===== src/vsx_cfg.svh =====
`ifndef VSX_CFG_SVH
`define VSX_CFG_SVH
// Primary opcode field and extended opcode field positions
`define VSX_PO_HI 31
`define VSX_PO_LO 26
`define VSX_XO_HI 10
`define VSX_XO_LO 1
`define VSX_XO_ALIAS_BIT 5
`define VSX_PO_EXT 6'h1f
`define VSX_PO_X19 6'h13
`define VSX_XO_MFSPR 10'h153
`define VSX_XO_MFTB 10'h173
`define VSX_XO_ISYNC 10'h096
`define VSX_XO_EIEIO 10'h356
`define VSX_XO_DCBF 10'h056
`define VSX_XO_DCBZ 10'h3f6
`define VSX_XO_DCBST 10'h036
`define VSX_XO_DCBT 10'h116
`define VSX_XO_DCBTST 10'h0f6
`define VSX_XO_ICBI 10'h3d6
`define VSX_XO_ECIWX 10'h136
`define VSX_XO_ECOWX 10'h1b6
// Register map
`define VSX_REG_CTRL 4'h0
`define VSX_REG_EAR 4'h1
`define VSX_REG_STAT 4'h2
`define VSX_REG_MASK 4'h3
`define VSX_REG_RDATA 4'h4
`define VSX_REG_COUNT 4'h5
// Control bit positions
`define VSX_CTRL_DTE 0
`define VSX_CTRL_EN 1
// Status event positions
`define VSX_EV_DSI 0
`define VSX_EV_PROG 1
`define VSX_EV_MCHK 2
`define VSX_EV_ECDONE 3
`define VSX_EV_ISYNC 4
`define VSX_NEV 5
`define VSX_RID_W 4
`define VSX_CTRL_RST 32'h0000_0000
`endif


===== src/vsx_pkg.sv =====
package vsx_pkg;
    typedef enum logic [5:0] {
        VSX_IDLE = 6'b00_0001,
        VSX_DRAIN = 6'b00_0010,
        VSX_REFETCH = 6'b00_0100,
        VSX_BUSREQ = 6'b00_1000,
        VSX_BUSWAIT = 6'b01_0000,
        VSX_DONE = 6'b10_0000
    } vsx_state_t;
    typedef enum logic [3:0] {
        VSX_OP_NONE, VSX_OP_TB, VSX_OP_ISYNC, VSX_OP_EIEIO, VSX_OP_DCBF, VSX_OP_DCBZ,
        VSX_OP_DCBST, VSX_OP_DCBT, VSX_OP_DCBTST, VSX_OP_ICBI, VSX_OP_ECIN, VSX_OP_ECOUT
    } vsx_op_t;
endpackage


===== src/vsx_exec.sv =====
// Overview of operation
// - Ignore bit 25; time-base read equals special read
// - Isync flushes prefetch, drains, refetches next address
// - I/O ordering barrier executes as no-op
// - Zero-block allocates unchecked when translation off
// - Invalid block write-back may raise machine check
// - Cache ops in direct-store segment are no-ops
// - Aliased write-through then zero-block may be incoherent
// - Zero-block not broadcast when memory not global
// - Translated address is operand on address bus
// - Resource identifier driven on burst/size lines
// - Input transfer loads device word to destination
// - Transfer with translation off is programming error
// - Direct-store transfer raises data storage exception
//
// Our own choices: the register offsets and the strobed register port.
`timescale 1ns/1ns
`include "vsx_cfg.svh"
module vsx_exec
    import vsx_pkg::*;
#(
    parameter int AW = 32,
    parameter int DW = 32
) (
    input wire logic sys_clk,
    input wire logic rstn,
    // Instruction issue
    input wire logic issue_valid,
    output logic issue_ready,
    input wire logic [31:0] instr,
    input wire logic [AW-1:0] eff_addr,
    input wire logic [AW-1:0] phys_addr,
    input wire logic [DW-1:0] src_data,
    input wire logic segment_direct_store_flag,
    input wire logic page_not_global,
    input wire logic phys_addr_invalid,
    input wire logic [DW-1:0] time_base_val,
    input wire logic older_done,
    output logic prefetch_flush,
    output logic refetch_valid,
    output logic [AW-1:0] refetch_addr,
    output logic [AW-1:0] next_addr_in,
    output logic wb_valid,
    output logic [DW-1:0] wb_data,
    output logic is_spr_read,
    // Cache controller
    output logic cache_valid,
    output logic [3:0] cache_op,
    output logic [AW-1:0] cache_addr,
    output logic cache_skip_check,
    output logic cache_broadcast,
    input wire logic cache_wb_invalid,
    // System bus
    output logic bus_req,
    output logic bus_write,
    output logic [AW-1:0] bus_addr,
    output logic [`VSX_RID_W-1:0] bus_tbst,
    output logic [DW-1:0] bus_dout,
    output logic bus_doe,
    input wire logic [DW-1:0] bus_din,
    input wire logic bus_ack,
    // Register port
    input wire logic [3:0] reg_addr,
    input wire logic [31:0] reg_wdata,
    input wire logic reg_wr,
    input wire logic reg_rd,
    output logic [31:0] reg_rdata,
    output logic irq
);
    vsx_state_t st_q, st_d;
    vsx_op_t op;
    logic [5:0] po;
    logic [9:0] xo;
    logic [9:0] xo_m;
    logic [1:0] in_s;
    logic ack_s, mchk_s;
    logic [31:0] ctrl_q, ctrl_d;
    logic [`VSX_RID_W-1:0] ear_q, ear_d;
    logic [`VSX_NEV-1:0] stat_q, stat_d, mask_q, mask_d, ev;
    logic [DW-1:0] rd_q, rd_d;
    logic [31:0] cnt_q, cnt_d;
    logic [31:0] rdata_q, rdata_d;
    logic [AW-1:0] pc_q, pc_d, addr_q, addr_d;
    logic [DW-1:0] data_q, data_d;
    logic wr_q, wr_d, ack_q;
    logic dte, en, take;

    // Bus answers come from another agent's timing; synchronise them
    vsx_sync2 #(.W(2)) u_sync (
        .sys_clk(sys_clk),
        .rstn(rstn),
        .din({bus_ack, cache_wb_invalid}),
        .dout(in_s)
    );
    assign ack_s = in_s[1];
    assign mchk_s = in_s[0];

    assign dte = ctrl_q[`VSX_CTRL_DTE];
    assign en = ctrl_q[`VSX_CTRL_EN];
    assign po = instr[`VSX_PO_HI:`VSX_PO_LO];
    assign xo = instr[`VSX_XO_HI:`VSX_XO_LO];
    // Bit 25 in big-endian numbering is XO bit 5 here
    assign xo_m = xo & ~(10'h001 << `VSX_XO_ALIAS_BIT);

    always_comb begin
        op = VSX_OP_NONE;
        if (po == `VSX_PO_X19) begin
            if (xo == `VSX_XO_ISYNC) begin
                op = VSX_OP_ISYNC;
            end
        end else if (po == `VSX_PO_EXT) begin
            case (xo)
                `VSX_XO_EIEIO: op = VSX_OP_EIEIO;
                `VSX_XO_DCBF: op = VSX_OP_DCBF;
                `VSX_XO_DCBZ: op = VSX_OP_DCBZ;
                `VSX_XO_DCBST: op = VSX_OP_DCBST;
                `VSX_XO_DCBT: op = VSX_OP_DCBT;
                `VSX_XO_DCBTST: op = VSX_OP_DCBTST;
                `VSX_XO_ICBI: op = VSX_OP_ICBI;
                `VSX_XO_ECIWX: op = VSX_OP_ECIN;
                `VSX_XO_ECOWX: op = VSX_OP_ECOUT;
                default: begin
                    if (xo_m == `VSX_XO_MFSPR) begin
                        op = VSX_OP_TB;
                    end
                end
            endcase
        end
    end

    assign issue_ready = en && (st_q == VSX_IDLE);
    assign take = issue_valid && issue_ready;
    assign is_spr_read = (op == VSX_OP_TB);
    assign next_addr_in = eff_addr;

    // Cache control path
    always_comb begin
        cache_valid = 1'b0;
        cache_op = op;
        cache_addr = phys_addr;
        cache_skip_check = 1'b0;
        cache_broadcast = 1'b0;
        if (take && op >= VSX_OP_DCBF && op <= VSX_OP_ICBI) begin
            cache_valid = !segment_direct_store_flag;
            cache_skip_check = (op == VSX_OP_DCBZ) && !dte;
            // Aliased write-through plus zero-block left to software
            cache_op = op;
            // Broadcast only for global memory
            cache_broadcast = !page_not_global;
        end
    end

    always_comb begin
        st_d = st_q;
        pc_d = pc_q;
        addr_d = addr_q;
        data_d = data_q;
        wr_d = wr_q;
        rd_d = rd_q;
        ev = '0;
        prefetch_flush = 1'b0;
        refetch_valid = 1'b0;
        wb_valid = 1'b0;
        wb_data = '0;
        case (st_q)
            VSX_IDLE: begin
                if (take) begin
                    case (op)
                        VSX_OP_TB: begin
                            wb_valid = 1'b1;
                            wb_data = time_base_val;
                        end
                        VSX_OP_ISYNC: begin
                            prefetch_flush = 1'b1;
                            pc_d = eff_addr + AW'(4);
                            st_d = VSX_DRAIN;
                        end
                        VSX_OP_EIEIO: begin
                            st_d = VSX_IDLE;
                        end
                        VSX_OP_ECIN, VSX_OP_ECOUT: begin
                            if (segment_direct_store_flag) begin
                                ev[`VSX_EV_DSI] = 1'b1;
                            end else begin
                                // Address undefined when translation off
                                ev[`VSX_EV_PROG] = !dte;
                                addr_d = phys_addr;
                                data_d = src_data;
                                wr_d = (op == VSX_OP_ECOUT);
                                st_d = VSX_BUSREQ;
                            end
                        end
                        default: st_d = VSX_IDLE;
                    endcase
                end
            end
            VSX_DRAIN: begin
                if (older_done) begin
                    st_d = VSX_REFETCH;
                end
            end
            VSX_REFETCH: begin
                refetch_valid = 1'b1;
                ev[`VSX_EV_ISYNC] = 1'b1;
                st_d = VSX_IDLE;
            end
            VSX_BUSREQ: begin
                st_d = VSX_BUSWAIT;
            end
            VSX_BUSWAIT: begin
                if (ack_s) begin
                    rd_d = bus_din;
                    st_d = VSX_DONE;
                end
            end
            VSX_DONE: begin
                wb_valid = !wr_q;
                wb_data = rd_q;
                ev[`VSX_EV_ECDONE] = 1'b1;
                st_d = VSX_IDLE;
            end
            default: st_d = VSX_IDLE;
        endcase
        ev[`VSX_EV_MCHK] = mchk_s;
    end

    assign refetch_addr = pc_q;
    assign bus_req = (st_q == VSX_BUSREQ) || (st_q == VSX_BUSWAIT);
    assign bus_write = wr_q;
    assign bus_addr = addr_q;
    assign bus_tbst = ear_q;
    assign bus_dout = data_q;
    assign bus_doe = bus_req && wr_q;

    // Register port
    always_comb begin
        ctrl_d = ctrl_q;
        ear_d = ear_q;
        mask_d = mask_q;
        stat_d = stat_q;
        cnt_d = cnt_q + {31'h0000_0000, |ev[`VSX_EV_ECDONE]};
        rdata_d = '0;
        if (reg_wr) begin
            case (reg_addr)
                `VSX_REG_CTRL: ctrl_d = reg_wdata;
                `VSX_REG_EAR: ear_d = reg_wdata[`VSX_RID_W-1:0];
                `VSX_REG_STAT: stat_d = stat_q & ~reg_wdata[`VSX_NEV-1:0];
                `VSX_REG_MASK: mask_d = reg_wdata[`VSX_NEV-1:0];
                default: ctrl_d = ctrl_q;
            endcase
        end
        // Set wins over write-one-to-clear
        stat_d = stat_d | ev;
        if (reg_rd) begin
            case (reg_addr)
                `VSX_REG_CTRL: rdata_d = ctrl_q;
                `VSX_REG_EAR: rdata_d = {{(32-`VSX_RID_W){1'b0}}, ear_q};
                `VSX_REG_STAT: rdata_d = {{(32-`VSX_NEV){1'b0}}, stat_q};
                `VSX_REG_MASK: rdata_d = {{(32-`VSX_NEV){1'b0}}, mask_q};
                `VSX_REG_RDATA: rdata_d = rd_q;
                `VSX_REG_COUNT: rdata_d = cnt_q;
                default: rdata_d = '0;
            endcase
        end
    end

    assign reg_rdata = rdata_q;
    assign irq = |(stat_q & mask_q);

    always_ff @(posedge sys_clk or negedge rstn) begin
        if (!rstn) begin
            st_q <= VSX_IDLE;
            pc_q <= '0;
            addr_q <= '0;
            data_q <= '0;
            wr_q <= 1'b0;
            rd_q <= '0;
            ctrl_q <= `VSX_CTRL_RST;
            ear_q <= '0;
            stat_q <= '0;
            mask_q <= '0;
            cnt_q <= '0;
            rdata_q <= '0;
        end else begin
            st_q <= st_d;
            pc_q <= pc_d;
            addr_q <= addr_d;
            data_q <= data_d;
            wr_q <= wr_d;
            rd_q <= rd_d;
            ctrl_q <= ctrl_d;
            ear_q <= ear_d;
            stat_q <= stat_d;
            mask_q <= mask_d;
            cnt_q <= cnt_d;
            rdata_q <= rdata_d;
        end
    end
endmodule // vsx_exec


===== src/vsx_sync2.sv =====
`timescale 1ns/1ns
module vsx_sync2 #(
    parameter int W = 1
) (
    input wire logic sys_clk,
    input wire logic rstn,
    input wire logic [W-1:0] din,
    output logic [W-1:0] dout
);
    logic [W-1:0] s1_q;
    logic [W-1:0] s2_q;
    always_ff @(posedge sys_clk or negedge rstn) begin
        if (!rstn) begin
            s1_q <= '0;
            s2_q <= '0;
        end else begin
            s1_q <= din;
            s2_q <= s1_q;
        end
    end
    assign dout = s2_q;
endmodule // vsx_sync2

===== config.mk =====
export PLATFORM = sky130hd
export DESIGN_NAME = vsx_exec
export DESIGN_NICKNAME = d
export VERILOG_FILES = /design/src/vsx_pkg.sv /design/src/vsx_exec.sv /design/src/vsx_sync2.sv
export VERILOG_INCLUDE_DIRS = /design/src
export SDC_FILE = /design/constraint.sdc
export NUM_CORES = 1
export LEC_CHECK = 0
export ABC_CLOCK_PERIOD_IN_PS = 5600
export BUFFER_PORTS_ARGS = -buffer_cell sky130_fd_sc_hd__clkbuf_2
export CAP_MARGIN = 25
export CORE_MARGIN = 4
export CORE_UTILIZATION = 35
export CTS_BUF_LIST = sky130_fd_sc_hd__clkbuf_8
export DETAILED_ROUTE_END_ITERATION = 6
export GPL_TIMING_DRIVEN = 1
export PLACE_DENSITY_LB_ADDON = 0.3
export SETUP_SLACK_MARGIN = 0.4
export SLEW_MARGIN = 10
export SYNTH_ARGS = -nofsm -noshare
export SYNTH_HDL_FRONTEND = slang
export SYNTH_SLANG_ARGS = --single-unit

===== constraint.sdc =====
create_clock -name sys_clk -period 5.6 [get_ports sys_clk]
set_input_delay 1.12 -clock sys_clk [delete_from_list [all_inputs] [get_ports sys_clk]]
set_output_delay 1.12 -clock sys_clk [all_outputs]
set_load 0.1 [all_outputs]

* Yosys cells after proc, flatten, opt, wreduce, memory -nomap -nowiden
Index checks and enable logic that the tools add are counted.
Storage, ports and cells: output and inout bits 244, word-level logic and storage cells 112, bits of input ports 239, register bits after elaboration 249
Cells by class: add/subtract/negate cells 2, eq/ne operators 34, bitwise operators 5, multiplexer cells 34, reduce and logical (&&, ||, !) cells 21, magnitude comparators 2
Operator list (count):
- case mux 32 bit (6 select lines) | 1
- two-way mux 32 bit | 3
- case mux 32 bit (2 select lines) | 1
- case mux 4 bit (9 select lines) | 1
- adder 32 x 1 -> 32 bit | 1
- adder 32 x 3 -> 32 bit, second input constant | 1
- equality test 10 bit, second input constant | 3
- equality test 10 x 9 -> 1 bit, second input constant | 3
- two-way mux 6 bit | 4
- case mux 6 bit (4 select lines) | 1
- equality test 10 x 8 -> 1 bit, second input constant | 2
- equality test 6 x 5 -> 1 bit, second input constant | 3
- case mux 6 bit (3 select lines) | 1
- two-way mux 1 bit | 13
- equality test 4 x 2 -> 1 bit, second input constant | 3
- equality test 4 x 3 -> 1 bit, second input constant | 3
- bitwise AND 5 bit | 2
- equality test 10 x 6 -> 1 bit, second input constant | 1
- equality test 10 x 7 -> 1 bit, second input constant | 1
- two-way mux 5 bit | 2
- equality test 9 x 8 -> 1 bit, second input constant | 1
- equality test 4 x 1 -> 1 bit, second input constant | 2
- equality test 4 bit, second input constant | 2
- two-way mux 2 bit | 4
- other kinds (25) | 39

* Depth between registers and ports, before layout
Gate-level depths: netlist of run 1.
depth in word-level cells 11, mapped depth 13, depth with buffers taken out 11

* By module
Synthesis of run 1 repeated with hierarchy kept, for this count alone.
Unflattened totals: cell total of the unflattened synthesis 978, area, all modules 11713.7 sq um
Modules (own cells, without submodules):
- vsx_exec | cells an instance 974, sequential area each 6132.1 sq um, area an instance 11613.6 sq um, instances 1
- vsx_sync2 | cells an instance 4, sequential area each 100.1 sq um, area an instance 100.1 sq um, instances 1

* Least setup slack after synthesis of run 1
No wires, ideal clock.
path type input to output, start point input port instr[10], end point output port cache_skip_check, stages 6, data required time 4.480 ns, setup slack -1.807 ns, arrival 6.287 ns, path buffers 1, cells stage by stage buf_6 and4bb_2 nand4_1 a21boi_1 nand3_1 nor4_1
On the way: cells in the longest elaborated chain, start to end 9, elaborated cells between the ends (all ways) 23
RTL lines:
- start: declaration | line vsx_exec.sv:30 | input wire logic [31:0] instr,
- equality test 9 x 8 -> 1 bit (no line)
- two-way mux 1 bit | line vsx_exec.sv:123 | if (xo_m == `VSX_XO_MFSPR) begin
- case mux 4 bit (9 select lines) * | line vsx_exec.sv:112 | case (xo)
- two-way mux 4 bit * | line vsx_exec.sv:111 | end else if (po == `VSX_PO_EXT) begin
- two-way mux 4 bit * | line vsx_exec.sv:107 | if (po == `VSX_PO_X19) begin
- net cache_op[0] | line vsx_exec.sv:48 | output logic [3:0] cache_op,
- >= comparator 4 x 3 -> 1 bit | line vsx_exec.sv:143 | if (take && op >= VSX_OP_DCBF && op <= VSX_OP_ICBI) begin
- logical AND 1 bit (2 in a row) | line vsx_exec.sv:143
- two-way mux 1 bit * | line vsx_exec.sv:143
- end: declaration | line vsx_exec.sv:50 | output logic cache_skip_check,
Mark *: on every way through the listed nets, which the timed path passes. The rest lies on a longest branch.

* Worst setup path in the final report of run 1
start point input port instr[31], end point output port wb_data[1]
On the way: cells in the longest elaborated chain, start to end 7, elaborated cells between the ends (all ways) 8
RTL lines:
- equality test 6 x 5 -> 1 bit (no line)
- two-way mux 4 bit | line vsx_exec.sv:111
- two-way mux 4 bit * | line vsx_exec.sv:107
- equality test 4 x 1 -> 1 bit * | line vsx_exec.sv:168 | case (op)
- two-way mux 32 bit * | line vsx_exec.sv:168
- two-way mux 32 bit * | line vsx_exec.sv:167 | if (take) begin
- case mux 32 bit (2 select lines) * | line vsx_exec.sv:165 | case (st_q)
- end: declaration | line vsx_exec.sv:44 | output logic [DW-1:0] wb_data,
Mark *: on every way between the ends. The rest lies on a longest branch, timed or not.

==> results of run 1 <==
[layer usage]
metal	part of all wire (%)	track usage, %	vias to the layer above
met4	2.1	4.70	0
met3	7.5	4.27	58
met5	0	0	-
met1	40	22.3	4335
li1	-	-	4244
met2	50	30.2	334
[worst paths after layout]
kind / startpoint / endpoint / slack [ns]
min reg2reg: u_sync.s1_q[0]$_DFF_PN0_ / u_sync.dout[0]$_DFF_PN0_ / 0.34
max in group asynchronous: rstn / refetch_addr[4]$_DFFE_PN0P_ / 3.73
min: u_sync.s1_q[0]$_DFF_PN0_ / u_sync.dout[0]$_DFF_PN0_ / 0.34
max reg2reg: st_q[3]$_DFFE_PN0P_ / cnt_q[26]$_DFF_PN0_ / 2.22
min in group asynchronous: rstn / bus_dout[15]$_DFFE_PN0P_ / 0.61
max: instr[31] / wb_data[1] / 1.06
[Yosys cell counts (29+ instances only)]
master and count:
a21oi_1 38, a22o_1 33, a22oi_1 33, buf_4 64, dfrtp_1 248, mux2_2 102, mux2_4 39, nand2_1 103
nand3_1 29, o21ai_0 32, xnor2_1 31, xor2_1 29
[stage by stage]
stage | setup WS (ns) | hold slack [ns] | std cells
after CTS | 1.02 | 0.344 | 1859
after global placement | 1.09 | 0.334 | 1787
after detailed placement | 1.03 | 0.336 | 1787
after global routing | 0.918 | 0.354 | 1859
after floorplan | 0.331 | 0.331 | 978
final | 1.06 | 0.341 | 1859
[cell families (layout without fill, tap and decap cells)]
group | Yosys count | after routing
flops | 249 | 249
buf+inv | 116 | 555
compound gates | 158 | 158
mux | 144 | 144
xor+xnor | 60 | 60
simple gates | 248 | 248
fa+ha+maj | 3 | 3
[sequential cells by signal, summed over array words and instances, names as in the netlist]
register      cells
bus_dout         32
mask_q            5
u_sync.dout       2
cnt_q            32
bus_tbst          4
u_sync.s1_q       2
reg_rdata        32
st_q              6
bus_addr         32
ctrl_q           32
refetch_addr     32
rd_q             32
stat_q            5
bus_write         1
[layout make-up]
class / instances / area, um2
fillers: 3117 / 17900
flip-flops and latches: 249 / 6230
multi-input cells: 613 / 4740
repair buffers: 477 / 2450
clock buffers: 50 / 688
well taps: 442 / 553
clock inverters: 22 / 149
inverters: 6 / 22.5
[power breakdown]
group,internal [W],leakage (nW),switching (W)
sequential,0.00187,3.39,0.0000442
combinational,0.000156,3.78,0.000420
clock,0.000902,0.488,0.000730
total,0.00293,7.66,0.00119
==> out/qor.csv, run 1 <==
stage;metric;value;unit
critical_path;cp_max_fo;33;
sta;finalCritPeriodShare;81.0;%
finish;final_common_cell;clkbuf_2;
place;dp_hpwl;24700;um
sta;worst_slew_pin_slew;0.925;ns
yosys;async_flop_share;100;%
yosys;yosys.area.top_type;dfrtp_1;
critical_path;crit_family;buffers and inverters;
finish;post-route-util;45.3;%
global_routing;grt_pass1_wl;51100;um
global_routing;grt_pass1_vias;9182;
place;gp_congestion;0.788;
sta;max_freq;220;MHz
clock_tree;path_clk_slew;0.06;ns
worst_hold_path;worstHoldPathCells;0;
yosys;synth_warnings;0;
routing;post_drt_wl_per_cell;18.0;um
die;initial_core_util;35.7;%
critical_path;worst-setup-path-type;primary input to output port;
global_routing;grt_overflow;0;
power;finalPower;0.00412;W
routing;drt_iter0_markers;361;
yosys;yosysSeqAreaShare;53.2;%
die;core_area;32800;um2
yosys;synth_top_family_by_area;multiplexers;
sta;clock_skew;0.0187;ns
yosys;syn_nets;1220;
clock_tree;cts_resized;0;
routing;wl;33500;um
sta;rsz0062_at_grt;false;
critical_path;end_kind;output port;
place;port_buffers;465;
critical_path;start_kind;primary input;
critical_path;path_cells;clkbuf_2, and4b_1, and3_1, a21boi_2, and3_1, buf_4, a22o_1, clkbuf_2;
yosys;synthMuxAreaShare;15.1;%
global_routing;grt_use_total;17.6;%
finish;diodes;0;
die;die_w;191;um
worst_hold_path;hp-class;flop to flop;
routing;dr.pass1.iters;6;
yosys;synthTopCellsByArea;dfrtp_1 (53%), mux2_2 (9.8%), mux2_4 (5.0%);
flow_run;cap_viol_max_count;0;
yosys;yosys_most_used_dff;dfrtp_1;
yosys;synth_xor_area_share;4.49;%
sta;maxSlewHeadroom;37.5;%
power;ir_drop;0.000142;V
yosys;synth_area_per_cell;12.0;um2
die;ioPinCount;483;
finish;drive_gt1_share;49.2;%
sta;finalSetupViolCount;0;
die;dieArea;36500;um2
finish;syn_to_final_growth;26.7;%
sta;hold_violations;0;
routing;postRouteAntennaNets;0;
finish;final_cell_area;14800;um2
clock_tree;cts_buffers;46;
yosys;synthAdderAreaFrac;0.320;%
clock_tree;clock_sinks;249;
global_routing;antenna_found_initial;0;
power;cellLeakagePower;7.66;nW
yosys;synth-simple-area-share;11.0;%
routing;vias_per_cell;4.83;
sta;min_period;4.54;ns
yosys;syn_inst;978;
yosys;ys_seq_elements;249;
clock_tree;cts_root_buffer;clkbuf_8;
yosys;ys_types;63;
critical_path;worst-endpoint-required;4.48;ns
clock_tree;postCtsSetupRepairBufs;0;
die;rows;66;
clock_tree;clk_path_buf_depth;3;
critical_path;cp.arrival;3.42;ns
critical_path;slowest_stage;clkbuf_2;
die;dieHeight;191;um
critical_path;cp.depth;8;
global_routing;grt_max_degree;106;
place;placed_area;14000;um2
clock_tree;cts_hold_buf;0;
finish;final_cell_mix;clkbuf_2 (464), dfrtp_1 (248), nand2_1 (103);
critical_path;critPathBufInv;3;
sta;tns;0;ns
clock_tree;htree_levels;2;
clock_tree;clock_latency;0.54;ns
finish;nets;1635;
run_status;status;finished, final reports clean;
yosys;synth_compound_area_share;9.13;%
yosys;synth_edf_count;0;
yosys;yosys.area.top_type_share;53.0;%
critical_path;critPathMaxStageDelay;0.46;ns
clock_tree;cts_tree;built;
power;p_per_area;278;nW/um2
critical_path;r2r_cells;12;
routing;vias;8971;
sta;drv_slew;0;
yosys;netlist_area;11700;um2
routing;drc;0;
Note: power is estimated with default switching activity, not from simulation.
==> inputs of run 2 (changes only) <==
--- a/config.mk
+++ b/config.mk
@@ -6,7 +6,7 @@
 export SDC_FILE = /design/constraint.sdc
 export NUM_CORES = 1
 export LEC_CHECK = 0
-export ABC_CLOCK_PERIOD_IN_PS = 5600
+export ABC_CLOCK_PERIOD_IN_PS = 4500
 export BUFFER_PORTS_ARGS = -buffer_cell sky130_fd_sc_hd__clkbuf_2
 export CAP_MARGIN = 25
 export CORE_MARGIN = 4
==> constraint.sdc (replaced) <==
create_clock -name sys_clk -period 4.5 [get_ports sys_clk]
set_input_delay 0.9 -clock sys_clk [delete_from_list [all_inputs] [get_ports sys_clk]]
set_output_delay 0.9 -clock sys_clk [all_outputs]
set_load 0.1 [all_outputs]
==> out/qor.csv, run 2 (synthesis gave the netlist of run 1 again) <==
stage;metric;value;unit
finish;nets;1636;
power;cellLeakagePower;7.76;nW
critical_path;r2r-start;st_q[3]$_DFFE_PN0P_;
clock_tree;clk_path_buf_depth;3;
global_routing;grt_overflow;0;
global_routing;grt_pass1_wl;55100;um
sta;maxSlewHeadroom;34.1;%
place;port_buffers;465;
routing;vias_per_cell;5.03;
finish;final_common_cell;clkbuf_2;
die;initial_core_util;35.7;%
clock_tree;clock_sinks;249;
critical_path;start_kind;flop;
critical_path;end_kind;output port;
power;finalPower;0.00502;W
place;gp_congestion;0.862;
critical_path;timing.rr.end;cnt_q[29]$_DFF_PN0_;
die;core_area;32800;um2
power;ir_drop;0.000195;V
clock_tree;cts_root_buffer;clkbuf_8;
worst_hold_path;hp-class;flop to flop;
place;dp_hpwl;27400;um
routing;postRouteAntennaNets;0;
global_routing;grt_use_total;19.4;%
finish;drive_gt1_share;52.1;%
sta;finalSetupViolCount;0;
global_routing;grt_pass1_vias;9792;
critical_path;r2r_cells;11;
clock_tree;cts_tree;built;
sta;max_freq;257;MHz
sta;hold_violations;0;
sta;min_period;3.89;ns
power;p_per_area;327;nW/um2
finish;syn_to_final_growth;31.2;%
critical_path;rrSetupSlack;1.08;ns
critical_path;worst-endpoint-required;3.60;ns
die;ioPinCount;483;
run_status;status;finished, final reports clean;
finish;final_cell_mix;clkbuf_2 (431), dfrtp_1 (248), mux2_2 (102);
global_routing;grt_max_degree;103;
routing;vias;9349;
clock_tree;path_clk_slew;0.06;ns
flow_run;cap_viol_max_count;0;
critical_path;worst-setup-path-type;flop to output port;
clock_tree;cts_buffers;43;
routing;wl;37100;um
critical_path;cp_max_fo;22;
finish;diodes;0;
finish;fillers;3102;
critical_path;crit_start;st_q[3]$_DFFE_PN0P_;
die;die_w;191;um
routing;post_drt_wl_per_cell;20.0;um
sta;finalCritPeriodShare;86.5;%
sta;rsz0062_at_grt;false;
critical_path;cp.arrival;2.99;ns
die;dieArea;36500;um2
sta;drv_slew;0;
sta;tns;0;ns
die;rows;66;
die;dieHeight;191;um
place;placed_area;14600;um2
clock_tree;clock_latency;0.54;ns
clock_tree;cts_hold_buf;0;
clock_tree;htree_levels;2;
routing;drc;0;
routing;drt_iter0_markers;393;
sta;clock_skew;0.0144;ns
critical_path;worstSetupEndpoint;wb_data[14];
finish;final_cell_area;15400;um2
worst_hold_path;hp-start;u_sync.s1_q[1]$_DFF_PN0_;
routing;dr.pass1.iters;5;
global_routing;antenna_found_initial;5;
sta;worst_slew_pin_slew;0.985;ns
-- run 2: changes by cell type in the layout (fill, tap and decap cells not counted), moves of 3 or more --
cell,change
a22o_1,-32
a22o_2,+32
buf_12,+29
buf_4,+7
clkbuf_2,-33
clkinv_2,-3
inv_1,-3
nand2_1,-3
nand2_2,+3
-- run 2: per-stage QoR --
step / util [%] / hold slack, ns / setup slack [ns] / instances
finish: 46.9 / 0.351 / 0.606 / 1857
CTS: 46.8 / 0.352 / 0.428 / 1856
global placement: 44.4 / 0.337 / 0.379 / 1790
detailed placement: 44.4 / 0.344 / 0.356 / 1790
floorplan: - / 0.331 / 0.246 / 978
global route: 46.9 / 0.360 / 0.427 / 1857
-- run 2: what timing repair did --
item                                    CTS  global route
cloned                                    0             1
pin swaps                                 0             1
gates resized for setup                   1             4
endpoints found under the setup margin   33            34
hold endpoints to repair                  0             0
buffers inserted                          0             0
-- run 2: cell type report --
class                      count  area, um2  share of cell area, %
timing repair buffer         480       2920                   19.0
sequential                   249       6230                   40.6
inverter                       6       22.5                  0.147
clock inverter                14       60.1                  0.391
clock buffer                  52        716                   4.66
tap                          442        553                   3.60
multi-input combinational    614       4860                   31.6
-- run 2: worst max-delay path, cell delays in order, from the launching register on --
cell,delay (ns)
dfrtp_1,0.47
nor2_1,0.23
nand2_1,0.14
nor3b_4,0.68
buf_4,0.45
a22o_2,0.28
buf_12,0.19
-- run 2: report_power, final --
group          total, W  switching [W]  internal (W)
Sequential      0.00239      0.0000587       0.00233
Combinational  0.000730       0.000534      0.000197
Clock           0.00190       0.000871       0.00103
-- run 2: layer usage --
layer	track usage (%)	vias up	routed length [um]
li1	-	4242	-
met1	22.0	4605	14000
met2	35.1	422	18800
met3	5.86	74	3230
met4	5.86	6	1020
met5	0	-	39
-- run 2: worst min path at each step --
stage          slack, ns  cells after the start                        to
3_5_place_dp        0.34                      0  u_sync.dout[1]$_DFF_PN0_
5_1_grt             0.36                      0  u_sync.dout[1]$_DFF_PN0_
2_1_floorplan       0.33                      0  u_sync.dout[0]$_DFF_PN0_
4_1_cts             0.35                      0  u_sync.dout[1]$_DFF_PN0_
6_report            0.35                      0  u_sync.dout[1]$_DFF_PN0_
3_3_place_gp        0.34                      0  u_sync.dout[0]$_DFF_PN0_
